`config.mk`:
```
export PLATFORM = sky130hd
export DESIGN_NAME = poc_port_guard
export DESIGN_NICKNAME = d
export VERILOG_FILES = /design/src/hw/poc_pkg.sv /design/src/hw/poc_oc_channel.sv /design/src/hw/poc_hv_input.sv /design/src/hw/poc_port_guard.sv
export VERILOG_INCLUDE_DIRS = /design/src /design/src/hw
export SDC_FILE = /design/constraint.sdc
export NUM_CORES = 1
export LEC_CHECK = 0
export BUFFER_PORTS_ARGS = -buffer_cell sky130_fd_sc_hd__buf_2
export CAP_MARGIN = 20
export CORE_MARGIN = 2
export CORE_UTILIZATION = 45
export CTS_CLUSTER_SIZE = 24
export DETAILED_ROUTE_END_ITERATION = 8
export GPL_ROUTABILITY_DRIVEN = 0
export GPL_TIMING_DRIVEN = 1
export PLACE_DENSITY_LB_ADDON = 0.25
export SYNTH_ARGS = -nofsm -noshare
export SYNTH_HDL_FRONTEND = slang
export SYNTH_SLANG_ARGS = --single-unit
export TNS_END_PERCENT = 1
```
`constraint.sdc`:
```
create_clock -name clk -period 3.1 [get_ports clk]
set_clock_uncertainty 0.05 [all_clocks]
set_input_delay 0.93 -clock clk [delete_from_list [all_inputs] [get_ports clk]]
set_output_delay 0.93 -clock clk [all_outputs]
set_load 0.1 [all_outputs]
```
`src/hw/poc_cfg.svh`:
```
`ifndef POC_CFG_SVH
`define POC_CFG_SVH

`define POC_OFF_PORT_VALUE 4'h0
`define POC_OFF_PORT_DIR 4'h1
`define POC_OFF_ROUTE 4'h2
`define POC_OFF_OC_ENABLE 4'h3
`define POC_OFF_REDUCED_DRIVE 4'h4
`define POC_OFF_OC_FLAG 4'h5
`define POC_OFF_OC_IRQ_EN 4'h6
`define POC_OFF_HV_ANALOG 4'h7
`define POC_OFF_HV_DIRECT 4'h8
`define POC_OFF_HV_PULL 4'h9
`define POC_OFF_HV_OVERRIDE 4'hA
`define POC_OFF_HV_DIG_EN 4'hB
`define POC_OFF_HV_LEVEL 4'hC
`define POC_OFF_EVT_STATUS 4'hD
`define POC_OFF_EVT_MASK 4'hE

`define POC_ROUTE_BIT 7
`define POC_PIN_ZERO 0
`define POC_PIN_TWO 2
`define POC_EVT_TRIP_ZERO 0
`define POC_EVT_TRIP_TWO 1
`define POC_EVT_HV_CHANGE 2

`define POC_RST_BYTE 8'h00
`define POC_RST_PORT 3'h0
`define POC_RST_OC 2'h0
`define POC_RST_HV 6'h00
`define POC_RST_EVT 3'h0
`endif

```
`src/hw/poc_pkg.sv`:
```
package poc_pkg;
	typedef enum logic [1:0] {
		POC_OC_OFF = 2'b00,
		POC_OC_ARMED = 2'b01,
		POC_OC_TRIPPED = 2'b10
	} poc_oc_state_type;
endpackage : poc_pkg

```
`src/hw/poc_oc_channel.sv`:
```
`timescale 1ns/1ps
module poc_oc_channel (
	input wire logic clk,
	input wire logic sys_rst,
	input wire logic monitorEnable,
	input wire logic stopMode,
	input wire logic fullDrive,
	input wire logic driveHigh,
	input wire logic overDetect,
	input wire logic flagClear,
	output logic monitorPower,
	output logic flag,
	output logic tripPulse,
	output logic forceLow
);
	poc_pkg::poc_oc_state_type state_ff;
	poc_pkg::poc_oc_state_type nxt_state;

	always_comb
	begin
		monitorPower = monitorEnable && !stopMode;
		tripPulse = (state_ff == poc_pkg::POC_OC_ARMED) && monitorPower && fullDrive
			&& driveHigh && overDetect;
		nxt_state = state_ff;
		case (state_ff)
			poc_pkg::POC_OC_OFF:
				if (monitorPower)
					nxt_state = poc_pkg::POC_OC_ARMED;
			poc_pkg::POC_OC_ARMED:
				if (tripPulse)
					nxt_state = poc_pkg::POC_OC_TRIPPED;
				else if (!monitorPower)
					nxt_state = poc_pkg::POC_OC_OFF;
			poc_pkg::POC_OC_TRIPPED:
				// The flag outlives the monitor power so a trip is never forgotten.
				if (flagClear)
					nxt_state = monitorPower ? poc_pkg::POC_OC_ARMED : poc_pkg::POC_OC_OFF;
			default:
				nxt_state = poc_pkg::POC_OC_OFF;
		endcase
		flag = (state_ff == poc_pkg::POC_OC_TRIPPED);
		// The trip term kills the driver in the detecting cycle, before the flag lands.
		forceLow = flag || tripPulse;
	end

	always_ff @(posedge clk or posedge sys_rst)
	begin
		if (sys_rst)
			state_ff <= poc_pkg::POC_OC_OFF;
		else
			state_ff <= nxt_state;
	end
endmodule : poc_oc_channel

```
`src/hw/poc_hv_input.sv`:
```
`timescale 1ns/1ps
`include "poc_cfg.svh"
module poc_hv_input (
	input wire logic clk,
	input wire logic sys_rst,
	input wire logic stopMode,
	input wire logic [5:0] analogEnable,
	input wire logic [5:0] directMode,
	input wire logic [5:0] pullSelect,
	input wire logic [5:0] bufferOverride,
	input wire logic [5:0] digitalEnable,
	input wire logic [5:0] padLevel,
	output logic [5:0] bufferEnable,
	output logic [5:0] pullUpEn,
	output logic [5:0] pullDownEn,
	output logic [5:0] inputLevel,
	output logic levelChange
);
	logic [5:0] level_ff;
	logic [5:0] nxt_level;

	always_comb
	begin
		// Outside stop mode, analog mode shuts the buffer off against shoot-through unless overridden with direct mode off.
		if (stopMode)
			bufferEnable = digitalEnable;
		else
			bufferEnable = (analogEnable & bufferOverride & ~directMode)
				| (~analogEnable & digitalEnable);
		pullUpEn = pullSelect;
		pullDownEn = ~pullSelect;
		nxt_level = padLevel & bufferEnable;
		levelChange = |(nxt_level ^ level_ff);
		inputLevel = level_ff;
	end

	always_ff @(posedge clk or posedge sys_rst)
	begin
		if (sys_rst)
			level_ff <= `POC_RST_HV;
		else
			level_ff <= nxt_level;
	end
endmodule : poc_hv_input

```
`src/hw/poc_port_guard.sv`:
```
// Design decisions made here: strobed register access and the register addresses.
`timescale 1ns/1ps
`include "poc_cfg.svh"
module poc_port_guard (
	input wire logic clk,
	input wire logic sys_rst,
	input wire logic [3:0] regAddr,
	input wire logic [7:0] regWrData,
	input wire logic regWrStb,
	input wire logic regRdStb,
	output logic [7:0] regRdData,
	input wire logic stopMode,
	input wire logic [2:0] portPinIn,
	output logic [2:0] portPinOut,
	output logic [2:0] portPinOe,
	output logic [2:0] fullDrive,
	input wire logic [1:0] overcurrentDetect,
	output logic [1:0] overcurrentMonitorPower,
	input wire logic timerCh1Pin,
	input wire logic serialZeroReceive,
	output logic timerOneCapture1In,
	input wire logic [5:0] hvPadLevel,
	output logic [5:0] hvBufferEnable,
	output logic [5:0] hvPullUpEn,
	output logic [5:0] hvPullDownEn,
	output logic irq
);
	// Channel vectors use index 0 for pin zero and index 1 for pin two.
	function automatic logic [7:0] poc_pack_oc(input logic [1:0] v);
		logic [7:0] p;
		p = `POC_RST_BYTE;
		p[`POC_PIN_ZERO] = v[0];
		p[`POC_PIN_TWO] = v[1];
		return p;
	endfunction : poc_pack_oc

	function automatic logic [1:0] poc_unpack_oc(input logic [7:0] b);
		return {b[`POC_PIN_TWO], b[`POC_PIN_ZERO]};
	endfunction : poc_unpack_oc

	logic [2:0] portOutputValue_ff, nxt_portOutputValue;
	logic [2:0] portDirection_ff, nxt_portDirection;
	logic captureToSerialRxRoute_ff, nxt_captureToSerialRxRoute;
	logic [1:0] overcurrentMonitorEnable_ff, nxt_overcurrentMonitorEnable;
	logic [2:0] reducedDrive_ff, nxt_reducedDrive;
	logic [1:0] overcurrentIrqEnable_ff, nxt_overcurrentIrqEnable;
	logic [5:0] hvAnalogEnable_ff, nxt_hvAnalogEnable;
	logic [5:0] hvDirectMode_ff, nxt_hvDirectMode;
	logic [5:0] hvPullSelect_ff, nxt_hvPullSelect;
	logic [5:0] hvBufferOverride_ff, nxt_hvBufferOverride;
	logic [5:0] hvDigitalEnable_ff, nxt_hvDigitalEnable;
	logic [2:0] evtStatus_ff, nxt_evtStatus;
	logic [2:0] evtMask_ff, nxt_evtMask;
	logic [7:0] regRdData_ff, nxt_regRdData;
	logic capture_ff, nxt_capture;
	logic irq_ff, nxt_irq;

	logic [1:0] ocFlag;
	logic [1:0] ocTrip;
	logic [1:0] ocForceLow;
	logic [1:0] ocClear;
	logic [1:0] ocDriveHigh;
	logic [1:0] ocFullDrive;
	logic [5:0] hvInputLevel;
	logic hvLevelChange;
	logic [2:0] events;

	always_comb
	begin
		ocClear = (regWrStb && regAddr == `POC_OFF_OC_FLAG)
			? poc_unpack_oc(regWrData) : 2'b00;
		ocDriveHigh = poc_unpack_oc({5'h00, portDirection_ff & portOutputValue_ff});
		ocFullDrive = poc_unpack_oc({5'h00, fullDrive});
	end

	poc_oc_channel u_ocZero (
		.clk(clk),
		.sys_rst(sys_rst),
		.monitorEnable(overcurrentMonitorEnable_ff[0]),
		.stopMode(stopMode),
		.fullDrive(ocFullDrive[0]),
		.driveHigh(ocDriveHigh[0]),
		.overDetect(overcurrentDetect[0]),
		.flagClear(ocClear[0]),
		.monitorPower(overcurrentMonitorPower[0]),
		.flag(ocFlag[0]),
		.tripPulse(ocTrip[0]),
		.forceLow(ocForceLow[0])
	);

	poc_oc_channel u_ocTwo (
		.clk(clk),
		.sys_rst(sys_rst),
		.monitorEnable(overcurrentMonitorEnable_ff[1]),
		.stopMode(stopMode),
		.fullDrive(ocFullDrive[1]),
		.driveHigh(ocDriveHigh[1]),
		.overDetect(overcurrentDetect[1]),
		.flagClear(ocClear[1]),
		.monitorPower(overcurrentMonitorPower[1]),
		.flag(ocFlag[1]),
		.tripPulse(ocTrip[1]),
		.forceLow(ocForceLow[1])
	);

	poc_hv_input u_hv (
		.clk(clk),
		.sys_rst(sys_rst),
		.stopMode(stopMode),
		.analogEnable(hvAnalogEnable_ff),
		.directMode(hvDirectMode_ff),
		.pullSelect(hvPullSelect_ff),
		.bufferOverride(hvBufferOverride_ff),
		.digitalEnable(hvDigitalEnable_ff),
		.padLevel(hvPadLevel),
		.bufferEnable(hvBufferEnable),
		.pullUpEn(hvPullUpEn),
		.pullDownEn(hvPullDownEn),
		.inputLevel(hvInputLevel),
		.levelChange(hvLevelChange)
	);

	always_comb
	begin
		nxt_portOutputValue = portOutputValue_ff;
		nxt_portDirection = portDirection_ff;
		nxt_captureToSerialRxRoute = captureToSerialRxRoute_ff;
		nxt_overcurrentMonitorEnable = overcurrentMonitorEnable_ff;
		nxt_reducedDrive = reducedDrive_ff;
		nxt_overcurrentIrqEnable = overcurrentIrqEnable_ff;
		nxt_hvAnalogEnable = hvAnalogEnable_ff;
		nxt_hvDirectMode = hvDirectMode_ff;
		nxt_hvPullSelect = hvPullSelect_ff;
		nxt_hvBufferOverride = hvBufferOverride_ff;
		nxt_hvDigitalEnable = hvDigitalEnable_ff;
		nxt_evtMask = evtMask_ff;
		if (regWrStb)
		begin
			case (regAddr)
				`POC_OFF_PORT_VALUE: nxt_portOutputValue = regWrData[2:0];
				`POC_OFF_PORT_DIR: nxt_portDirection = regWrData[2:0];
				`POC_OFF_ROUTE: nxt_captureToSerialRxRoute = regWrData[`POC_ROUTE_BIT];
				`POC_OFF_OC_ENABLE: nxt_overcurrentMonitorEnable = poc_unpack_oc(regWrData);
				`POC_OFF_REDUCED_DRIVE: nxt_reducedDrive = regWrData[2:0];
				`POC_OFF_OC_IRQ_EN: nxt_overcurrentIrqEnable = poc_unpack_oc(regWrData);
				`POC_OFF_HV_ANALOG: nxt_hvAnalogEnable = regWrData[5:0];
				`POC_OFF_HV_DIRECT: nxt_hvDirectMode = regWrData[5:0];
				`POC_OFF_HV_PULL: nxt_hvPullSelect = regWrData[5:0];
				`POC_OFF_HV_OVERRIDE: nxt_hvBufferOverride = regWrData[5:0];
				`POC_OFF_HV_DIG_EN: nxt_hvDigitalEnable = regWrData[5:0];
				`POC_OFF_EVT_MASK: nxt_evtMask = regWrData[2:0];
				default: nxt_evtMask = evtMask_ff;
			endcase
		end
		events = {hvLevelChange, ocTrip[1], ocTrip[0]};
		// A read clears the status, but an event in the same cycle survives it.
		nxt_evtStatus = ((regRdStb && regAddr == `POC_OFF_EVT_STATUS)
			? `POC_RST_EVT : evtStatus_ff) | events;
		nxt_regRdData = `POC_RST_BYTE;
		if (regRdStb)
		begin
			case (regAddr)
				`POC_OFF_PORT_VALUE: nxt_regRdData = {5'h00, portOutputValue_ff};
				`POC_OFF_PORT_DIR: nxt_regRdData = {5'h00, portDirection_ff};
				`POC_OFF_ROUTE: nxt_regRdData = {captureToSerialRxRoute_ff, 7'h00};
				`POC_OFF_OC_ENABLE: nxt_regRdData = poc_pack_oc(overcurrentMonitorEnable_ff);
				`POC_OFF_REDUCED_DRIVE: nxt_regRdData = {5'h00, reducedDrive_ff};
				`POC_OFF_OC_FLAG: nxt_regRdData = poc_pack_oc(ocFlag);
				`POC_OFF_OC_IRQ_EN: nxt_regRdData = poc_pack_oc(overcurrentIrqEnable_ff);
				`POC_OFF_HV_ANALOG: nxt_regRdData = {2'h0, hvAnalogEnable_ff};
				`POC_OFF_HV_DIRECT: nxt_regRdData = {2'h0, hvDirectMode_ff};
				`POC_OFF_HV_PULL: nxt_regRdData = {2'h0, hvPullSelect_ff};
				`POC_OFF_HV_OVERRIDE: nxt_regRdData = {2'h0, hvBufferOverride_ff};
				`POC_OFF_HV_DIG_EN: nxt_regRdData = {2'h0, hvDigitalEnable_ff};
				`POC_OFF_HV_LEVEL: nxt_regRdData = {2'h0, hvInputLevel};
				`POC_OFF_EVT_STATUS: nxt_regRdData = {5'h00, evtStatus_ff};
				`POC_OFF_EVT_MASK: nxt_regRdData = {5'h00, evtMask_ff};
				default: nxt_regRdData = `POC_RST_BYTE;
			endcase
		end
		nxt_capture = captureToSerialRxRoute_ff ? serialZeroReceive : timerCh1Pin;
		nxt_irq = |(ocFlag & overcurrentIrqEnable_ff) | |(evtStatus_ff & evtMask_ff);
	end

	always_ff @(posedge clk or posedge sys_rst)
	begin
		if (sys_rst)
		begin
			portOutputValue_ff <= `POC_RST_PORT;
			portDirection_ff <= `POC_RST_PORT;
			captureToSerialRxRoute_ff <= 1'b0;
			overcurrentMonitorEnable_ff <= `POC_RST_OC;
			reducedDrive_ff <= `POC_RST_PORT;
			overcurrentIrqEnable_ff <= `POC_RST_OC;
			hvAnalogEnable_ff <= `POC_RST_HV;
			hvDirectMode_ff <= `POC_RST_HV;
			hvPullSelect_ff <= `POC_RST_HV;
			hvBufferOverride_ff <= `POC_RST_HV;
			hvDigitalEnable_ff <= `POC_RST_HV;
			evtStatus_ff <= `POC_RST_EVT;
			evtMask_ff <= `POC_RST_EVT;
			regRdData_ff <= `POC_RST_BYTE;
			capture_ff <= 1'b0;
			irq_ff <= 1'b0;
		end
		else
		begin
			portOutputValue_ff <= nxt_portOutputValue;
			portDirection_ff <= nxt_portDirection;
			captureToSerialRxRoute_ff <= nxt_captureToSerialRxRoute;
			overcurrentMonitorEnable_ff <= nxt_overcurrentMonitorEnable;
			reducedDrive_ff <= nxt_reducedDrive;
			overcurrentIrqEnable_ff <= nxt_overcurrentIrqEnable;
			hvAnalogEnable_ff <= nxt_hvAnalogEnable;
			hvDirectMode_ff <= nxt_hvDirectMode;
			hvPullSelect_ff <= nxt_hvPullSelect;
			hvBufferOverride_ff <= nxt_hvBufferOverride;
			hvDigitalEnable_ff <= nxt_hvDigitalEnable;
			evtStatus_ff <= nxt_evtStatus;
			evtMask_ff <= nxt_evtMask;
			regRdData_ff <= nxt_regRdData;
			capture_ff <= nxt_capture;
			irq_ff <= nxt_irq;
		end
	end

	always_comb
	begin
		regRdData = regRdData_ff;
		timerOneCapture1In = capture_ff;
		irq = irq_ff;
		portPinOe = portDirection_ff;
		// Stop mode cannot hold the increased drive, so every pin falls back.
		fullDrive = stopMode ? 3'h0 : ~reducedDrive_ff;
		portPinOut = portOutputValue_ff
			& ~{ocForceLow[1], 1'b0, ocForceLow[0]};
	end
endmodule : poc_port_guard

```
==> results of run 1 <==
state kept, by name, summed over array words and instances, names as in the netlist, 2 cells and up:
signal,cells
evtMask_ff,3
evtStatus_ff,3
hvAnalogEnable_ff,6
hvBufferOverride_ff,6
hvDigitalEnable_ff,6
hvDirectMode_ff,6
hvPullSelect_ff,6
overcurrentIrqEnable_ff,2
overcurrentMonitorEnable_ff,2
portOutputValue_ff,3
portPinOe,3
reducedDrive_ff,3
regRdData,7
u_hv.inputLevel,6
u_ocTwo.state_ff,2
u_ocZero.state_ff,2
Yosys cell counts (all sizes together), types with 2 or more instances:
master,number,share of area
dfrtp,69,0.48
mux2,48,0.15
nand2,31,0.033
nor2,23,0.026
buf,17,0.028
nor2b,14,0.025
inv,13,0.014
o21ai,13,0.018
a21oi,12,0.017
mux2i,7,0.020
nand2b,7,0.012
nand3,7,0.0098
a31oi,6,0.011
a32o,5,0.014
and2,5,0.0088
clkbuf,4,0.0042
nand3b,4,0.0084
a222oi,3,0.0084
nand4,3,0.0053
nor3,3,0.0056
nor4bb,3,0.0084
o21a,3,0.0063
o32ai,3,0.0074
xnor2,3,0.0074
a21bo,2,0.0056
a21o,2,0.0042
a221oi,2,0.0049
a22oi,2,0.0042
and3,2,0.0035
and3b,2,0.0049
and4,2,0.0049
nand4b,2,0.0049
nor3b,2,0.0042
o2bb2ai,2,0.0049
routing by layer:
| layer | global-route usage | routed length, um | up-vias |
|---|---|---|---|
| met1 | 0.3188 | 4100 | 1435 |
| met5 | 0 | 0 | - |
| met3 | 0.05479 | 633 | 17 |
| li1 | - | - | 1343 |
| met4 | 0.09069 | 189 | 0 |
| met2 | 0.3539 | 4390 | 123 |
repair_timing:
| item | 4_1_cts | 5_1_grt |
|---|---|---|
| buffers inserted | 0 | 0 |
| gates resized for setup | 0 | 2 |
| setup endpoints to repair | 0 | 1 |
cell type report:
class | count | area [sq um]
tap | 102 | 127.6
clock inverter | 4 | 47.55
sequential | 69 | 1727
inverter | 13 | 48.80
clock buffer | 11 | 151.4
multi-input combinational | 233 | 1688
timing repair buffer | 81 | 645.6
fill | 672 | 3292
where the power goes:
group	internal, uW	switching [uW]	total (uW)
Combinational	436	1020	1460
Clock	408	345	753
Sequential	1070	141	1210
how the worst max path moves through the flow:
| stage | startpoint | to | slack, ps | cells after the start |
|---|---|---|---|---|
| 3_3_place_gp | stopMode | portPinOut[0] | 90 | 6 |
| 3_5_place_dp | stopMode | portPinOut[0] | 70 | 6 |
| 2_1_floorplan | stopMode | portPinOut[0] | -90 | 5 |
| 5_1_grt | stopMode | hvBufferEnable[0] | 10 | 5 |
| 6_report | stopMode | portPinOut[0] | 80 | 6 |
| 4_1_cts | stopMode | portPinOut[0] | 70 | 6 |
kinds of logic (layout without fill, tap and decap cells):
| logic type | Yosys count | in the layout | synth area share |
|---|---|---|---|
| simple gates | 114 | 114 | 0.1734 |
| other cells | 1 | 1 | 0.001050 |
| buf+inv | 34 | 109 | 0.04590 |
| mux | 55 | 55 | 0.1720 |
| compound gates | 60 | 60 | 0.1167 |
| flops | 69 | 69 | 0.4835 |
| xor+xnor | 3 | 3 | 0.007359 |
metrics by stage:
stage / hold WS (ps) / cell area, sq um / std cells / total power [uW]
floorplan: 422.9 / 3573 / 336 / 2307
global placement: 451.9 / 4232 / 498 / 2668
detailed placement: 464.9 / 4232 / 498 / 2689
CTS: 481.7 / 4431 / 513 / 3446
global route: 501.1 / 4436 / 513 / 3570
finish: 477.2 / 4436 / 513 / 3425
critical path, cell delays in order:
cell and delay, ps:
buf_2 190, nor2_2 160, and4_1 220, nand4b_1 140, and3b_1 230, buf_12 170
==> impl_metrics.yaml, run 1 <==
global_routing:
  antenna_found_initial: 0
  grt_max_degree: 27
  grt_pass1_wl_um: 15110
  grtUsageTotal: 0.2312
  grt_pass1_vias: 2867
  gr-total-overflow: 0
hold_path:
  holdPathStages: 1
  hold_start: "overcurrentMonitorEnable_ff[0]"
  hold_class: "reg2reg"
  holdPathEnd: "overcurrentMonitorEnable_ff[0]"
drt:
  drt-total-wl_um: 9313
  drcViolationCount: 0
  drtPass1Iterations: 5
  antenna_left: 0
  via_count: 2918
  drtIter0Drc: 146
  routedWlPerCell_um: 18.15
  routed_via_density: 5.688
timing:
  timing.final.ws_setup_ps: 78.21
  setup_viol: 0
  rsz0062_at_grt: "no"
  fmaxAchievable_mhz: 330.9
  finalCriticalPeriod_ps: 3022
  finalHoldViolCount: 0
  layout_worst_path_cycle_share: 0.9748
  slew_viol_final: 0
  maxSlewHeadroom: 0.5798
  tightest_slew_ps: 628.0
  fin_setup_tns_ps: 0
finish:
  drive_gt1_frac: 0.3723
  final_util: 0.5740
  nets: 437
  antenna_cells: 0
  most-common-layout-cells: "dfrtp_1, buf_2, mux2_2, nand2_1"
  area_growth_pct: 24.21
  final_common_cell: "dfrtp_1"
worst_setup_path:
  critPathKind: "in2out"
  ff2ff_path_depth: 5
  crit_fanout: 10
  rrSetupSlack_ps: 1160
  end_kind: "output port"
  worstReg2RegStart: "hvAnalogEnable_ff[4]"
  startpoint_type: "input port"
  r2r_end: "evtStatus_ff[2]"
  arrival_ps: 2040
  cp.required_ps: 2120
floorplanning:
  io_pins: 69
  num_rows: 32
  die_area_sq_um: 8664
  fp.dieW_um: 93.08
  core_area_sq_um: 7727
  die_height_um: 93.08
  start_util: 0.4621
power:
  cellPowerDensity_nw_per_um2: 772.2
  vdd_drop_max_mv: 0.3814
  leakage_uw: 0.002021
yosys:
  syn_nets: 366
  syn_area_sq_um: 3571
  async_flop_share: 1.000
  synthCells: 336
  ys_seq_area_frac: 0.4835
  yosys_warnings: 0
  ys.flop_type: "dfrtp_1"
  synth_edf_count: 0
  postSynthAreaPerCell_sq_um: 10.63
  synth-seq-cells: 69
  synth.distinct_cells: 49
place:
  place_ws_ps: 70.23
  hpwl_um: 6771
  io_buffer_count: 63
cts:
  h-tree-depth: 3
  cts.sinks: 69
  cts_buffers: 9
  cts_tree: "yes"
  hold_buffers: 0
  root_buffer: "clkbuf_8"
  clk_latency_ps: 350
  clk_pin_slew_ps: 70
  cts_max_path_buffers: 2
run_status:
  outcome: "complete, no violations"
run:
  max-cap-violations: 0
Note: power is estimated with default switching activity, not from simulation.
==> run 2: changes to the inputs <==
Settings changed: CORE_MARGIN 2 to 10.
==> run 2 against run 1 <==
  * Worst setup slack worse by 7.6 ps
  * Final cell count up 0.78%
  * Global-route usage down 6.7 points
==> impl_metrics.yaml, run 2 (synthesis results as in run 1) <==
worst_setup_path:
  crit_fanout: 10
  end_kind: "output port"
  cp.required_ps: 2120
  critPathKind: "in2out"
  startpoint_type: "input port"
  arrival_ps: 2050
  ff2ff_path_depth: 5
finish:
  final_common_cell: "dfrtp_1"
  area_growth_pct: 24.60
  final_util: 0.5758
  nFillCells: 688
  nets: 440
  antenna_cells: 0
  most-common-layout-cells: "dfrtp_1, buf_2, mux2_2, nand2_1, buf_4"
  drive_gt1_frac: 0.3759
  largest_reg_flops: 7
power:
  power_uw: 3341
  p_clk_frac: 0.197
  p_sw_frac: 0.4540
  combPwrFrac: 0.438
  pwr-share-seq: 0.364
  leakage_uw: 0.002022
  vdd_drop_max_mv: 0.4843
  cellPowerDensity_nw_per_um2: 750.8
  switchingPower_uw: 1517
  p_int_uw: 1824
floorplanning:
  fp.dieW_um: 109.1
  die_height_um: 109.1
  start_util: 0.4621
  io_pins: 69
  die_area_sq_um: 11900
  core_area_sq_um: 7727
  num_rows: 32
timing:
  rsz0062_at_grt: "no"
  finalCriticalPeriod_ps: 3029
  fin_setup_tns_ps: 0
  fmaxAchievable_mhz: 330.1
  finalHoldViolCount: 0
  slew_viol_final: 0
  maxSlewHeadroom: 0.5613
  setup_viol: 0
  layout_worst_path_cycle_share: 0.9772
  tightest_slew_ps: 653.0
cts:
  clk_pin_slew_ps: 80
  cts_tree: "yes"
  hold_buffers: 0
  post_cts_buffers: 0
  clk_latency_ps: 350
  cts.sinks: 69
  cts_max_path_buffers: 2
  h-tree-depth: 3
  cts_buffers: 9
  root_buffer: "clkbuf_8"
  cts_resized: 0
global_routing:
  grtUsageTotal: 0.1643
  grt_max_degree: 70
  grt_pass1_vias: 2890
  grt_pass1_wl_um: 15110
  gr-total-overflow: 0
  antenna_found_initial: 0
drt:
  drt-total-wl_um: 9652
  antenna_left: 0
  drtIter0Drc: 209
  routed_via_density: 5.588
  drcViolationCount: 0
  routedWlPerCell_um: 18.67
  drtPass1Iterations: 4
  via_count: 2889
hold_path:
  hold_class: "reg2reg"
  holdPathStages: 1
place:
  io_buffer_count: 63
  hpwl_um: 7129
run_status:
  outcome: "complete, no violations"
run:
  max-cap-violations: 0
[run 2: changes by cell type in the layout (fill, tap and decap cells not counted)]
cell | previous run | this run
clkbuf_1 | 0 | 1
clkbuf_8 | 11 | 10
nor2_2 | 5 | 4
buf_12 | 13 | 14
clkinvlp_4 | 1 | 3
clkinv_2 | 2 | 1
clkinv_4 | 0 | 1
buf_4 | 18 | 20
nor2b_2 | 0 | 1
nor2b_1 | 14 | 13
nor2_1 | 18 | 19
bufinv_16 | 1 | 0
[run 2: per-stage QoR]
step / hold slack [ps] / area [sq um] / setup slack [ps] / instances
floorplan: 422.9 / 3573 / -93.82 / 336
global placement: 451.9 / 4267 / 88.71 / 501
detailed placement: 464.7 / 4267 / 45.92 / 501
CTS: 483.1 / 4444 / 44.31 / 517
global route: 500.6 / 4449 / 1.747 / 517
finish: 474.8 / 4449 / 70.62 / 517
[run 2: worst paths after layout]
check                                          startpoint                              to  slack [ps]
hold reg to reg            overcurrentMonitorEnable_ff[0]  overcurrentMonitorEnable_ff[0]         470
setup / recovery                                 stopMode                   portPinOut[2]          70
max in group asynchronous                         sys_rst            hvAnalogEnable_ff[1]        2110
hold / removal             overcurrentMonitorEnable_ff[0]  overcurrentMonitorEnable_ff[0]         470
min in group asynchronous                         sys_rst            u_ocZero.state_ff[1]         590
setup reg to reg                     hvAnalogEnable_ff[4]                 evtStatus_ff[2]        1190
[run 2: routing by layer]
metal | track usage | routed length [um] | vias up
li1 | - | - | 1355
met1 | 0.2142 | 4309 | 1401
met2 | 0.2592 | 4525 | 115
met3 | 0.04602 | 672 | 18
met4 | 0.04991 | 144 | 0
met5 | 0 | 0 | -
[run 2: power by group through the flow]
stage          sequential, uW  clock (uW)  combinational [uW]
2_1_floorplan            1470           0                 834
3_3_place_gp             1220           0                1460
3_5_place_dp             1230           0                1470
4_1_cts                  1210         666                1470
5_1_grt                  1240         718                1530
6_report                 1220         660                1460
[run 2: area by class of cell]
class / count / area, sq um / area share
clock buffer: 11 / 141.4 / 0.03178
tap: 102 / 127.6 / 0.02868
inverter: 13 / 48.80 / 0.01097
timing repair buffer: 84 / 680.7 / 0.1530
sequential: 69 / 1727 / 0.3881
clock inverter: 5 / 36.28 / 0.008155
multi-input combinational: 233 / 1688 / 0.3794
[run 2: critical path, cell delays in order]
cell and delay, ps:
buf_2 190, nor2_1 170, and4_1 240, nand4b_1 130
and3b_1 220, buf_12 170
